===== config.mk =====
export PLATFORM = sky130hd
export DESIGN_NAME = four_mode_serial_port
export DESIGN_NICKNAME = d
export VERILOG_FILES = /design/src/logic/serial_port_pkg.sv /design/src/logic/four_mode_serial_port.sv
export SDC_FILE = /design/constraint.sdc
export NUM_CORES = 1
export LEC_CHECK = 0
export ABC_AREA = 1
export BUFFER_PORTS_ARGS = -buffer_cell sky130_fd_sc_hd__buf_2
export CORE_ASPECT_RATIO = 0.6
export CORE_MARGIN = 1.5
export CORE_UTILIZATION = 44
export CTS_BUF_LIST = sky130_fd_sc_hd__clkbuf_16
export CTS_CLUSTER_SIZE = 24
export DETAILED_ROUTE_END_ITERATION = 12
export PLACE_DENSITY_LB_ADDON = 0.15
export SLEW_MARGIN = 20
export SYNTH_ARGS = -nofsm -noshare
export SYNTH_HDL_FRONTEND = slang
export SYNTH_SLANG_ARGS = --single-unit
export TNS_END_PERCENT = 20

===== constraint.sdc =====
create_clock -name core_clk -period 3.75 [get_ports core_clk]
set_clock_uncertainty 0.15 [all_clocks]
set_input_delay 0.75 -clock core_clk [delete_from_list [all_inputs] [get_ports core_clk]]
set_output_delay 0.75 -clock core_clk [all_outputs]
set_load 0.01 [all_outputs]

===== src/logic/serial_port_pkg.sv =====
// constants, field layout and types for the four-mode serial port
// assumes a single 20 MHz peripheral clock and an AHB-Lite register slave
//
// Function
// - two mode bits pick shift register, 8-bit async or 9-bit async.
// - shift mode: data in on receive line, out on data line, clock on transmit line.
// - shift mode transmit starts on buffer write, shifts right, flag after final shift.
// - shift mode receive starts when enabled and flag clear; preload 11111110, shift left.
// - zero at leftmost: one last shift, load buffer, set receive flag; half clock rate.
// - 8-bit async frame: zero start, eight data bits LSB first, one stop bit.
// - async transmit starts on the next divide-by-16 rollover tick; the line follows one clock later.
// - async receive: falling edge at 16x rate, counter reset, ones preload, 2-of-3 vote.
// - 8-bit async end: load data and stop bit; flag only if clear and filter passes.
// - 9-bit frame: start, eight data, programmable ninth bit, stop.
// - 9-bit transmit sends the ninth-bit control, then a one stop bit, then the flag.
// - 9-bit receive end: load data and ninth bit; flag only if clear and filter passes.
// - shift mode runs at half the clock; fixed 9-bit mode at one sixty-fourth.
// - variable 9-bit mode equals fixed 9-bit mode except for its bit timing source.
// - any buffer write starts transmit; async receive needs a start bit and enable.
// - done flags raise requests on frame end and stay readable for polling.
// - 9-bit mode with filter on flags only frames whose ninth bit is one.
// - filter bit ignored in shift mode; in 8-bit async it demands a valid stop bit.
// - variable modes take a 16x baud tick and divide it by sixteen.
// - buffer writes load transmit holding, reads return a separate receive register.
// - receiver may start a second frame before the first is read; one may be lost.
package serial_port_pkg;

	localparam logic [7:0] CTRL_OFFSET = 8'h00;
	localparam logic [7:0] DATA_OFFSET = 8'h04;
	localparam logic [7:0] STATUS_OFFSET = 8'h08;
	localparam int STAT_TX_BUSY_BIT = 0;
	localparam int STAT_RX_BUSY_BIT = 1;
	localparam logic [1:0] HTRANS_NONSEQ = 2'h2;

	localparam logic [1:0] MODE_SHIFT = 2'h0;
	localparam logic [1:0] MODE_ASYNC8 = 2'h1;
	localparam logic [1:0] MODE_FIXED9 = 2'h2;
	localparam logic [1:0] MODE_VAR9 = 2'h3;

	localparam int PCLK_HZ = 20_000_000;
	localparam int MC_CLKS = 2;
	localparam int FIXED9_DIVISOR = 64;
	localparam int OVERSAMPLE = 16;
	localparam int FIXED9_TICK_CLKS = FIXED9_DIVISOR / OVERSAMPLE;
	localparam logic [3:0] SAMPLE_A = 4'h7;
	localparam logic [3:0] SAMPLE_B = 4'h8;
	localparam logic [3:0] SAMPLE_C = 4'h9;
	localparam logic [3:0] ROLLOVER = 4'hf;

	localparam logic [3:0] MODE0_BITS = 4'h8;
	localparam logic [3:0] FRAME8_BITS = 4'ha;
	localparam logic [3:0] FRAME9_BITS = 4'hb;
	localparam logic [7:0] RX_SHIFT_PRELOAD = 8'hfe;
	localparam logic [10:0] RX_ASYNC_PRELOAD = 11'h7ff;

	typedef struct packed {
		logic mode_select_high;
		logic mode_select_low;
		logic multiproc_filter_en;
		logic receiveEnable;
		logic tx_ninth_bit;
		logic rx_ninth_bit;
		logic transmit_done_flag;
		logic receive_done_flag;
	} serial_control_reg_t;

	localparam serial_control_reg_t CTRL_RESET = 8'h00;

	typedef struct packed {
		logic finish;
		logic ninth;
		logic [7:0] data;
	} rx_result_t;

	typedef enum {TX_IDLE, TX_ACTIVE} tx_state_t;
	typedef enum {RX_IDLE, RX_MODE0, RX_START, RX_FRAME} rx_state_t;

endpackage : serial_port_pkg


===== src/logic/four_mode_serial_port.sv =====
// four-mode serial port with AHB-Lite register slave
// assumes all inputs synchronous to core_clk; baudTick16 is a one-cycle pulse at 16x bit rate
//
// The implementer's own choices: the placing of the registers and the AHB-Lite interface to the registers.
`timescale 1ns/100ps
module four_mode_serial_port import serial_port_pkg::*; (
	input wire logic core_clk,
	input wire logic rst,
	input wire logic hsel,
	input wire logic [31:0] haddr,
	input wire logic [1:0] htrans,
	input wire logic hwrite,
	input wire logic [2:0] hsize,
	input wire logic [31:0] hwdata,
	input wire logic hready,
	output logic [31:0] hrdata,
	output logic hreadyout,
	output logic hresp,
	input wire logic baudTick16,
	input wire logic rxdIn,
	output logic txdOut,
	output logic shift_data_out_line,
	output logic txDoneFlag,
	output logic rxDoneFlag
);

	serial_control_reg_t serial_control_reg_ff;
	logic [7:0] txHold_ff;
	logic [7:0] rxBuf_ff;
	logic wrPend_ff;
	logic [7:0] wrAddr_ff;
	logic [31:0] hrdata_ff;
	logic hreadyout_ff;
	logic hresp_ff;

	logic mcPhase_ff;
	logic [1:0] fixDiv_ff;
	logic [3:0] txCnt_ff;

	tx_state_t txState_ff;
	logic txPend_ff;
	logic [10:0] txSh_ff;
	logic [3:0] txLeft_ff;
	logic txBit_ff;
	logic txFinish_ff;
	logic txdOut_ff;
	logic shiftOut_ff;

	rx_state_t rxState_ff;
	logic [10:0] rxSh_ff;
	logic [3:0] rxCnt_ff;
	logic [1:0] rxSamp_ff;
	logic rxPrev_ff;
	rx_result_t rxRes_ff;

	logic [1:0] mode;
	logic isShift;
	logic isNine;
	logic addrPhase;
	logic ctrlWr;
	logic dataWr;
	logic mcEn;
	logic fixTick;
	logic tick16;
	logic txRoll;
	logic txStep;
	logic txBusy;
	logic rxBusy;
	logic rxDoneNow;
	logic rxAccept;
	logic [10:0] txFrame;
	logic [3:0] txLen;
	logic vote;
	logic [10:0] rxNext;
	logic rxEndAsync;

	function automatic logic majority(input logic a, input logic b, input logic c);
		majority = (a & b) | (a & c) | (b & c);
	endfunction : majority

	function automatic logic hitsReg(input logic [7:0] addr, input logic [7:0] offset);
		hitsReg = (addr == offset);
	endfunction : hitsReg

	assign mode = {serial_control_reg_ff.mode_select_high, serial_control_reg_ff.mode_select_low};
	assign isShift = (mode == MODE_SHIFT);
	assign isNine = mode[1];

	// bus slave: zero wait, always OKAY
	assign addrPhase = hsel & hready & (htrans == HTRANS_NONSEQ || htrans == 2'h3);
	assign ctrlWr = wrPend_ff & hitsReg(wrAddr_ff, CTRL_OFFSET);
	assign dataWr = wrPend_ff & hitsReg(wrAddr_ff, DATA_OFFSET);

	always_ff @(posedge core_clk or posedge rst) begin
		if (rst) begin
			wrPend_ff <= 1'b0;
			wrAddr_ff <= 8'h00;
		end else if (hready) begin
			wrPend_ff <= addrPhase & hwrite;
			wrAddr_ff <= haddr[7:0];
		end
	end

	// read data registered at the address phase so it stands through the data phase
	always_ff @(posedge core_clk or posedge rst) begin
		if (rst) begin
			hrdata_ff <= 32'h0000_0000;
		end else if (addrPhase & !hwrite) begin
			case (haddr[7:0])
				CTRL_OFFSET: hrdata_ff <= {24'h00_0000, serial_control_reg_ff};
				DATA_OFFSET: hrdata_ff <= {24'h00_0000, rxBuf_ff};
				STATUS_OFFSET: begin
					hrdata_ff <= 32'h0000_0000;
					hrdata_ff[STAT_TX_BUSY_BIT] <= txBusy;
					hrdata_ff[STAT_RX_BUSY_BIT] <= rxBusy;
				end
				default: hrdata_ff <= 32'h0000_0000;
			endcase
		end else begin
			hrdata_ff <= 32'h0000_0000;
		end
	end

	always_ff @(posedge core_clk or posedge rst) begin
		if (rst) begin
			hreadyout_ff <= 1'b0;
			hresp_ff <= 1'b0;
		end else begin
			hreadyout_ff <= 1'b1;
			hresp_ff <= 1'b0;
		end
	end

	assign hrdata = hrdata_ff;
	assign hreadyout = hreadyout_ff;
	assign hresp = hresp_ff;

	// rate enables: machine cycle is two clocks, fixed 9-bit tick every four clocks
	always_ff @(posedge core_clk or posedge rst) begin
		if (rst) begin
			mcPhase_ff <= 1'b0;
		end else begin
			mcPhase_ff <= ~mcPhase_ff;
		end
	end

	assign mcEn = mcPhase_ff;

	always_ff @(posedge core_clk or posedge rst) begin
		if (rst) begin
			fixDiv_ff <= 2'h0;
		end else if (fixTick) begin
			fixDiv_ff <= 2'h0;
		end else begin
			fixDiv_ff <= fixDiv_ff + 2'h1;
		end
	end

	assign fixTick = (fixDiv_ff == 2'(FIXED9_TICK_CLKS - 1));
	assign tick16 = (mode == MODE_FIXED9) ? fixTick : baudTick16;

	// free-running transmit divide-by-16
	always_ff @(posedge core_clk or posedge rst) begin
		if (rst) begin
			txCnt_ff <= 4'h0;
		end else if (tick16) begin
			txCnt_ff <= txCnt_ff + 4'h1;
		end
	end

	assign txRoll = tick16 & (txCnt_ff == ROLLOVER);
	assign txStep = isShift ? mcEn : txRoll;
	assign txBusy = (txState_ff != TX_IDLE) | txPend_ff;

	// frame image, bit 0 goes out first
	always_comb begin
		txFrame = 11'h000;
		txLen = MODE0_BITS;
		if (isShift) begin
			txFrame = {3'h0, txHold_ff};
			txLen = MODE0_BITS;
		end else if (isNine) begin
			txFrame = {1'b1, serial_control_reg_ff.tx_ninth_bit, txHold_ff, 1'b0};
			txLen = FRAME9_BITS;
		end else begin
			txFrame = {2'h1, txHold_ff, 1'b0};
			txLen = FRAME8_BITS;
		end
	end

	// transmitter
	always_ff @(posedge core_clk or posedge rst) begin
		if (rst) begin
			txState_ff <= TX_IDLE;
			txPend_ff <= 1'b0;
			txSh_ff <= 11'h000;
			txLeft_ff <= 4'h0;
			txBit_ff <= 1'b1;
			shiftOut_ff <= 1'b1;
			txFinish_ff <= 1'b0;
		end else begin
			txFinish_ff <= 1'b0;
			if (dataWr) begin
				txPend_ff <= 1'b1;
			end
			case (txState_ff)
				TX_IDLE: begin
					txBit_ff <= 1'b1;
					if (txPend_ff & txStep) begin
						txPend_ff <= dataWr;
						txState_ff <= TX_ACTIVE;
						txSh_ff <= {1'b0, txFrame[10:1]};
						txLeft_ff <= txLen - 4'h1;
						if (isShift) begin
							shiftOut_ff <= txFrame[0];
						end else begin
							txBit_ff <= txFrame[0];
						end
					end
				end
				TX_ACTIVE: begin
					if (txStep) begin
						if (txLeft_ff == 4'h0) begin
							// last bit time has run out
							txState_ff <= TX_IDLE;
							txBit_ff <= 1'b1;
							txFinish_ff <= 1'b1;
						end else begin
							txSh_ff <= {1'b0, txSh_ff[10:1]};
							txLeft_ff <= txLeft_ff - 4'h1;
							if (isShift) begin
								shiftOut_ff <= txSh_ff[0];
							end else begin
								txBit_ff <= txSh_ff[0];
							end
						end
					end
				end
				default: txState_ff <= TX_IDLE;
			endcase
		end
	end

	// shift mode: clock low for one clock from each step edge while either direction shifts
	always_ff @(posedge core_clk or posedge rst) begin
		if (rst) begin
			txdOut_ff <= 1'b1;
		end else if (isShift) begin
			txdOut_ff <= ~((txState_ff == TX_ACTIVE || rxState_ff == RX_MODE0) & mcEn);
		end else begin
			txdOut_ff <= txBit_ff;
		end
	end

	assign txdOut = txdOut_ff;
	assign shift_data_out_line = shiftOut_ff;

	// receiver
	assign rxBusy = (rxState_ff != RX_IDLE);
	assign vote = majority(rxSamp_ff[0], rxSamp_ff[1], rxdIn);
	assign rxNext = {vote, rxSh_ff[10:1]};
	// start bit reaching rxNext[0] (9-bit) or rxNext[1] (8-bit) marks the end of the frame
	assign rxEndAsync = isNine ? !rxNext[0] : !rxNext[1];

	always_ff @(posedge core_clk or posedge rst) begin
		if (rst) begin
			rxPrev_ff <= 1'b1;
		end else if (tick16) begin
			rxPrev_ff <= rxdIn;
		end
	end

	always_ff @(posedge core_clk or posedge rst) begin
		if (rst) begin
			rxState_ff <= RX_IDLE;
			rxSh_ff <= 11'h000;
			rxCnt_ff <= 4'h0;
			rxSamp_ff <= 2'h3;
			rxRes_ff <= '0;
		end else begin
			rxRes_ff.finish <= 1'b0;
			case (rxState_ff)
				RX_IDLE: begin
					if (isShift) begin
						// finish pulse still pending: flag not yet visible
						if (serial_control_reg_ff.receiveEnable & !serial_control_reg_ff.receive_done_flag
								& !rxRes_ff.finish) begin
							rxSh_ff <= {3'h0, RX_SHIFT_PRELOAD};
							rxState_ff <= RX_MODE0;
						end
					end else if (serial_control_reg_ff.receiveEnable & tick16 & rxPrev_ff & !rxdIn) begin
						rxCnt_ff <= 4'h0;
						rxSh_ff <= RX_ASYNC_PRELOAD;
						rxState_ff <= RX_START;
					end
				end
				RX_MODE0: begin
					if (mcEn) begin
						rxSh_ff <= {3'h0, rxSh_ff[6:0], rxdIn};
						if (!rxSh_ff[7]) begin
							rxRes_ff.finish <= 1'b1;
							rxRes_ff.data <= {rxSh_ff[6:0], rxdIn};
							rxState_ff <= RX_IDLE;
						end
					end
				end
				RX_START, RX_FRAME: begin
					if (tick16) begin
						rxCnt_ff <= rxCnt_ff + 4'h1;
						if (rxCnt_ff == SAMPLE_A) begin
							rxSamp_ff[0] <= rxdIn;
						end
						if (rxCnt_ff == SAMPLE_B) begin
							rxSamp_ff[1] <= rxdIn;
						end
						if (rxCnt_ff == SAMPLE_C) begin
							if (rxState_ff == RX_START && vote) begin
								rxState_ff <= RX_IDLE;
							end else begin
								rxSh_ff <= rxNext;
								rxState_ff <= RX_FRAME;
								if (rxState_ff == RX_FRAME && rxEndAsync) begin
									rxState_ff <= RX_IDLE;
									rxRes_ff.finish <= 1'b1;
									rxRes_ff.data <= isNine ? rxNext[8:1] : rxNext[9:2];
									rxRes_ff.ninth <= isNine ? rxNext[9] : rxNext[10];
								end
							end
						end
					end
				end
				default: rxState_ff <= RX_IDLE;
			endcase
		end
	end

	// flag clear written in the finish cycle still lets the new byte in
	assign rxDoneNow = ctrlWr ? hwdata[0] : serial_control_reg_ff.receive_done_flag;
	assign rxAccept = rxRes_ff.finish & !rxDoneNow
		& (isShift | !serial_control_reg_ff.multiproc_filter_en | rxRes_ff.ninth);

	// control, holding and receive buffer registers
	always_ff @(posedge core_clk or posedge rst) begin
		if (rst) begin
			serial_control_reg_ff <= CTRL_RESET;
			txHold_ff <= 8'h00;
			rxBuf_ff <= 8'h00;
		end else begin
			if (ctrlWr) begin
				serial_control_reg_ff <= hwdata[7:0];
			end
			if (dataWr) begin
				txHold_ff <= hwdata[7:0];
			end
			// hardware set wins over a software clear
			if (txFinish_ff) begin
				serial_control_reg_ff.transmit_done_flag <= 1'b1;
			end
			if (rxAccept) begin
				rxBuf_ff <= rxRes_ff.data;
				serial_control_reg_ff.receive_done_flag <= 1'b1;
				if (!isShift) begin
					serial_control_reg_ff.rx_ninth_bit <= rxRes_ff.ninth;
				end
			end
		end
	end

	assign txDoneFlag = serial_control_reg_ff.transmit_done_flag;
	assign rxDoneFlag = serial_control_reg_ff.receive_done_flag;

endmodule : four_mode_serial_port


# Word level (Yosys, flattened, before mapping)
# Cells that the tools add are included.
[op_classes]
add_sub_neg = 5
n_mul = 0
n_div = 0
order_cmp = 0
n_eq_ne = 36
shifts = 0
n_mux = 81
bitwise = 27
reduce_logical = 38
[ops]
columns = ["operator", "count"]
rows = [
  ["2-to-1 mux 32 bit", 11],
  ["2-to-1 mux 11 bit", 12],
  ["== test 32 x 2 -> 1 bit, second input constant", 4],
  ["one-hot mux 32 bit (3 select lines)", 1],
  ["== test 32 x 1 -> 1 bit, second input constant", 2],
  ["== test 32 x 3 -> 1 bit, second input constant", 2],
  ["zero test 32 bit", 2],
  ["one-hot mux 32 bit (2 select lines)", 1],
  ["nonzero test 32 bit", 2],
  ["2-to-1 mux 10 bit", 4],
  ["one-hot mux 11 bit (3 select lines)", 1],
  ["2-to-1 mux 1 bit", 29],
  ["inequality test 2 bit, second input constant", 14],
  ["2-to-1 mux 4 bit", 6],
  ["2-to-1 mux 8 bit", 3],
  ["one-hot mux 8 bit (3 select lines)", 1],
  ["one-hot mux 11 bit (2 select lines)", 1],
  ["bitwise AND 1 bit", 19],
  ["== test 8 x 3 -> 1 bit, second input constant", 2],
  ["zero test 8 bit", 2],
  ["one-hot mux 4 bit (2 select lines)", 2],
  ["one-hot mux 8 bit (2 select lines)", 1],
  ["AND reduction 7 bit", 2],
  ["== test 4 bit, second input constant", 3],
  ["24 further kinds", 60],
]
[word_totals]
register_bits = 185
latch_bits = 0
ram_bits = 0
rom_bits = 0
input_bits = 76
output_inout_bits = 38
wordCells = 221
n_memories = 0

# Logic depth before layout (Yosys ltp)
[depth]
depth_word = 9
mapped_depth = 10
ltp_nobuf = 10

# Least setup slack after synthesis
# No wires, ideal clock.
[synth_timing]
path_type = "input to register"
start = "input port haddr[1]"
end = "register hrdata_ff[1] (netlist: hrdata[1])"
setup_ns = 0.063
arrival_time_ns = 1.704
required_ns = 3.537
setup_slack_ns = 1.834
cell_stages = 7
path_buffers = 0
path_cell_list = "nor2_1 nand2_1 nor3_1 nand2_1 nand3_1 nand2_1 inv_1"
[synth_via]
elab_chain_cells = 3
word_cells_on_any_way = 5
cone_classes = "eq/ne (2); mux (2); reduce/logical (1)"
[synth_lines]
columns = ["element", "line_no", "text"]
rows = [
  ["from (decl)", "four_mode_serial_port.sv:10", "input wire logic [31:0] haddr,"],
  ["== test 8 x 4 -> 1 bit, or another cell as far along", "four_mode_serial_port.sv:109", "case (haddr[7:0])"],
  ["one-hot mux 8 bit (3 select lines) *", "four_mode_serial_port.sv:109", ""],
  ["2-to-1 mux 32 bit *", "four_mode_serial_port.sv:108", "end else if (addrPhase & !hwrite) begin"],
  ["to (signal assigned)", "four_mode_serial_port.sv:110", "CTRL_OFFSET: hrdata_ff <= {24'h00_0000, serial_control_reg_ff};"],
  ["to (signal assigned)", "four_mode_serial_port.sv:111", "DATA_OFFSET: hrdata_ff <= {24'h00_0000, rxBuf_ff};"],
  ["to (signal, indexed assignment)", "four_mode_serial_port.sv:114", "hrdata_ff[STAT_TX_BUSY_BIT] <= txBusy;"],
  ["to (decl)", "four_mode_serial_port.sv:32", "logic [31:0] hrdata_ff;"],
]
# Mark *: on every way between the ends. The rest lies on a longest branch, timed or not.
# A chain may end at the register's enable or synchronous reset.

# Final worst setup path
[layout_timing]
start = "register rxState_ff[1]"
end = "register rxSh_ff[0]"
[layout_via]
elab_chain_cells = 4
word_cells_on_any_way = 16
cone_classes = "eq/ne (10); mux (1); reduce/logical (5)"
[layout_lines]
columns = ["element", "line_no", "text"]
rows = [
  ["from (decl)", "four_mode_serial_port.sv:49", "rx_state_t rxState_ff;"],
  ["from (signal assigned)", "four_mode_serial_port.sv:275", "rxState_ff <= RX_IDLE;"],
  ["from (signal assigned)", "four_mode_serial_port.sv:289", "rxState_ff <= RX_MODE0;"],
  ["from (signal assigned)", "four_mode_serial_port.sv:294", "rxState_ff <= RX_START;"],
  ["== test 32 x 2 -> 1 bit / == test 32 x 3 -> 1 bit (equally long branches)", "four_mode_serial_port.sv:282, four_mode_serial_port.sv:317", ""],
  ["OR reduction 2 bit / logical AND 1 bit (equally long branches)", "four_mode_serial_port.sv:282, four_mode_serial_port.sv:317", ""],
  ["inequality test 2 bit (no source line) / nonzero test 3 bit (equally long branches)", "-", ""],
  ["AND reduction 7 bit (no source line)", "-", ""],
  ["to (signal assigned)", "four_mode_serial_port.sv:288", "rxSh_ff <= {3'h0, RX_SHIFT_PRELOAD};"],
  ["to (signal assigned)", "four_mode_serial_port.sv:299", "rxSh_ff <= {3'h0, rxSh_ff[6:0], rxdIn};"],
  ["to (signal assigned)", "four_mode_serial_port.sv:320", "rxSh_ff <= rxNext;"],
  ["to (decl)", "four_mode_serial_port.sv:50", "logic [10:0] rxSh_ff;"],
]
# Parallel ways exist; a longest one is shown, timed or not.

==> results.cfg <==
[cts]
worstSkewPairLatency_ps = 340
cts_setup_buffers = 0
cts.clk_slew.worst_paths_ps = 70
htree_levels = 3
cts_tree = built
cts-resized-gates = 0
numCtsBuffers = 9
clock_sinks = 99
cts.path.max_buffers = 2
clock-root-buffer = clkbuf_16
cts_hold_buf = 0

[synthesis]
yosysSeqAreaShare_pct = 48.3
synth_fa_ha_area_share_pct = 1.46
syn_inst = 653
synth-simple-area-share_pct = 28.2
synth_top_family_by_area = simple AND/OR/NAND/NOR gates
synth_compound_area_share_pct = 10.6
muxShareOfSynthArea_pct = 0.219
synth_area_um2 = 5140
ys_ff_latch = 99
synthDistinctLibCells = 36
syn_avg_cell_area_um2 = 7.88
synth-xor-area-share_pct = 0.852
ys_warn_count = 0

[floorplanning]
die_area_um2 = 12400
die_x_um = 143
num_rows = 30
initial_utilization_pct = 45.4
fp.coreArea_um2 = 11300
die_h_um = 86.7
pin_count = 114

[place]
placed_area_um2 = 5340
hpwlAfterDp_mm = 8.29
portBuffers = 36
finalWeightedCongestion = 0.855

[status]
status = complete, no violations

[drt]
met2RoutedLength_mm = 4.43
drt-vias-per-instance = 4.87
wl_per_cell_um = 13.4
met1_length_mm = 6.25
drt_iter0_drc = 377
drc = 0
routed.top_layer = met4
wirelength_mm = 11.3
wl_met3_um = 560
via_count = 4126
drtPass1Iterations = 6
drtAntennaViolNets = 0

[worst_setup_path]
regToRegSetupSlack_ps = 1060
crit_top_cell = nor2_1
ff2ff_path_depth = 8
crit_chain = nor2_1 > nand2_2 > nor2_1 > nor2_1 > nand2_1 > nor2_1 > nand2_1 > nand2_1
critPathKind = reg -> reg
critPathLaunchType = flop
crit_required_ps = 3880
crit_arrival_ps = 2820
crit_fanout = 12
critPathMaxStageDelay_ps = 720
cp-end-kind = flop
cp_slowest_cell = nor2_1

[global_routing]
grt_max_degree = 100
grt_overflow_total = 0
grt_pass1_wl_mm = 19.3
grt_pass1_vias = 3875
antenna_found_initial = 0
grt_usage_pct = 20.0

[finish]
area.growth.synth_to_final_pct = 10.1
diodes = 0
nets = 765
drive_above_1_share_pct = 13.4
final_cell_area_um2 = 5660

[timing]
tns_ps = 0
max_freq_mhz = 371
setup_viol = 0
report.final.slew_viol_count = 0
max_slew.worst_pin.slew_ps = 867
timing.final.crit_share_pct = 71.8
hold_viol = 0
maxSlewHeadroom_pct = 41.8
rsz0062_at_grt = false
period_needed_ps = 2690

[power]
switching_share_pct = 36.1
p_switching_uw = 1340
p_int_uw = 2370
combPwrFrac_pct = 29.2
max-vdd-ir-drop_v = 0.000308
power_frac_seq_pct = 44.4
pwr-share-clk_pct = 26.3
leakage_uw = 0.00291
powerDensity_nw_per_um2 = 655

[min_path]
hold_class = reg -> reg
hold_path_depth = 1

[job]
max_cap_violations = 0
-- path summary, 6_finish.rpt --
| check | startpoint | to |
|---|---|---|
| max | rxState_ff[1] | rxSh_ff[0] |
| min | fixDiv_ff[0] | fixDiv_ff[0] |
| max reg2reg | rxState_ff[1] | rxSh_ff[0] |
| min reg2reg | fixDiv_ff[0] | fixDiv_ff[0] |
| max in group asynchronous | rst | shift_data_out_line |
| min in group asynchronous | rst | rxSh_ff[5] |
-- power by group through the flow --
stage	Combinational, µW	Clock [µW]	Sequential (µW)
after global routing	1280	1040	1700
after global placement	1060	0	1650
after detailed placement	1090	0	1660
after floorplan	924	0	1580
after CTS	1100	1000	1640
final	1080	977	1650
-- logic make-up after synthesis --
kind of cell / after synthesis
xor+xnor: 5
fa+ha+maj: 6
mux: 1
buf+inv: 103
simple gates: 341
flops: 99
other cells: 2
compound gates: 96
-- synthesized netlist by cell type --
cell type,n,share of area [%]
o21ai_2,7,1.2
o21ai_0,48,4.7
nand2_4,2,0.44
o21ai_1,8,0.78
nand3_1,48,4.7
xnor2_1,2,0.34
buf_6,4,0.88
buf_4,27,3.9
nand3_2,2,0.39
conb_1,2,0.15
nor2_4,2,0.44
inv_2,3,0.22
mux2_2,1,0.22
nand2_2,5,0.61
o221ai_1,6,1.0
xor2_1,3,0.51
nand2_1,216,16
buf_2,5,0.49
or2_2,6,0.73
dfstp_2,6,3.1
a22oi_1,1,0.15
o21bai_2,1,0.22
o211ai_1,1,0.15
nor2_2,3,0.37
inv_1,57,4.2
a21oi_1,22,2.1
clkbuf_1,7,0.51
ha_1,6,1.5
nand4_1,7,0.85
nand3b_1,2,0.29
o21a_1,1,0.15
nor2_1,42,3.1
dfrtp_1,93,45
nor3_1,5,0.49
o22ai_1,1,0.12
and2_1,1,0.12
-- critical path, delay by kind of cell, from the launching register on --
kind / cells / cell delay (ps)
flops: 1 / 680
simple gates: 8 / 1790
-- layout make-up --
class	count	area [µm²]
Clock buffer	9	225
Clock inverter	7	92.6
Fill cell	1138	5670
Inverter	60	228
Multi-Input combinational cell	475	2220
Sequential cell	99	2480
Tap cell	160	200
Timing Repair Buffer	38	208
-- per-layer routing --
metal	global-route usage, %	vias up
met5	0	-
met4	5.06	0
met3	4.42	7
met2	26.5	94
met1	32.0	1931
li1	-	2094
-- flip-flops by register name, summed over array words and instances, names as in the netlist, 2 cells and up --
name                   flops
rxSamp_ff                  2
rxRes_ff                  10
rxCnt_ff                   4
rxSh_ff                   11
wrAddr_ff                  8
rxBuf_ff                   8
serial_control_reg_ff      4
hrdata                     8
txHold_ff                  8
fixDiv_ff                  2
txLeft_ff                  4
txSh_ff                   10
txCnt_ff                   4
rxState_ff                 2
-- cells in the final DEF, fill, tap and decap left out, types with 6 or more instances in the layout --
cell       instances
a21oi_1           22
buf_2             36
clkbuf_16          9
conb_1            26
dfrtp_1           93
dfstp_2            6
ha_1               6
inv_1             56
nand2_1          216
nand3_1           48
nand4_1            7
nor2_1            42
o21ai_0           48
o21ai_1            8
o21ai_2            7
o221ai_1           6
or2_2              6
-- stage by stage --
stage | setup slack (ps) | utilization (%) | hold slack (ps) | power (µW) | std cells
3_5_place_dp | 970 | 47.1 | 274 | 2750 | 832
4_1_cts | 1180 | 49.9 | 290 | 3740 | 848
2_1_floorplan | 270 | - | 257 | 2500 | 677
3_3_place_gp | 1040 | 47.1 | 267 | 2710 | 832
5_1_grt | 933 | 49.9 | 310 | 4020 | 848
6_report | 1060 | 49.9 | 286 | 3710 | 848
Note: power is estimated with default switching activity, not from simulation.
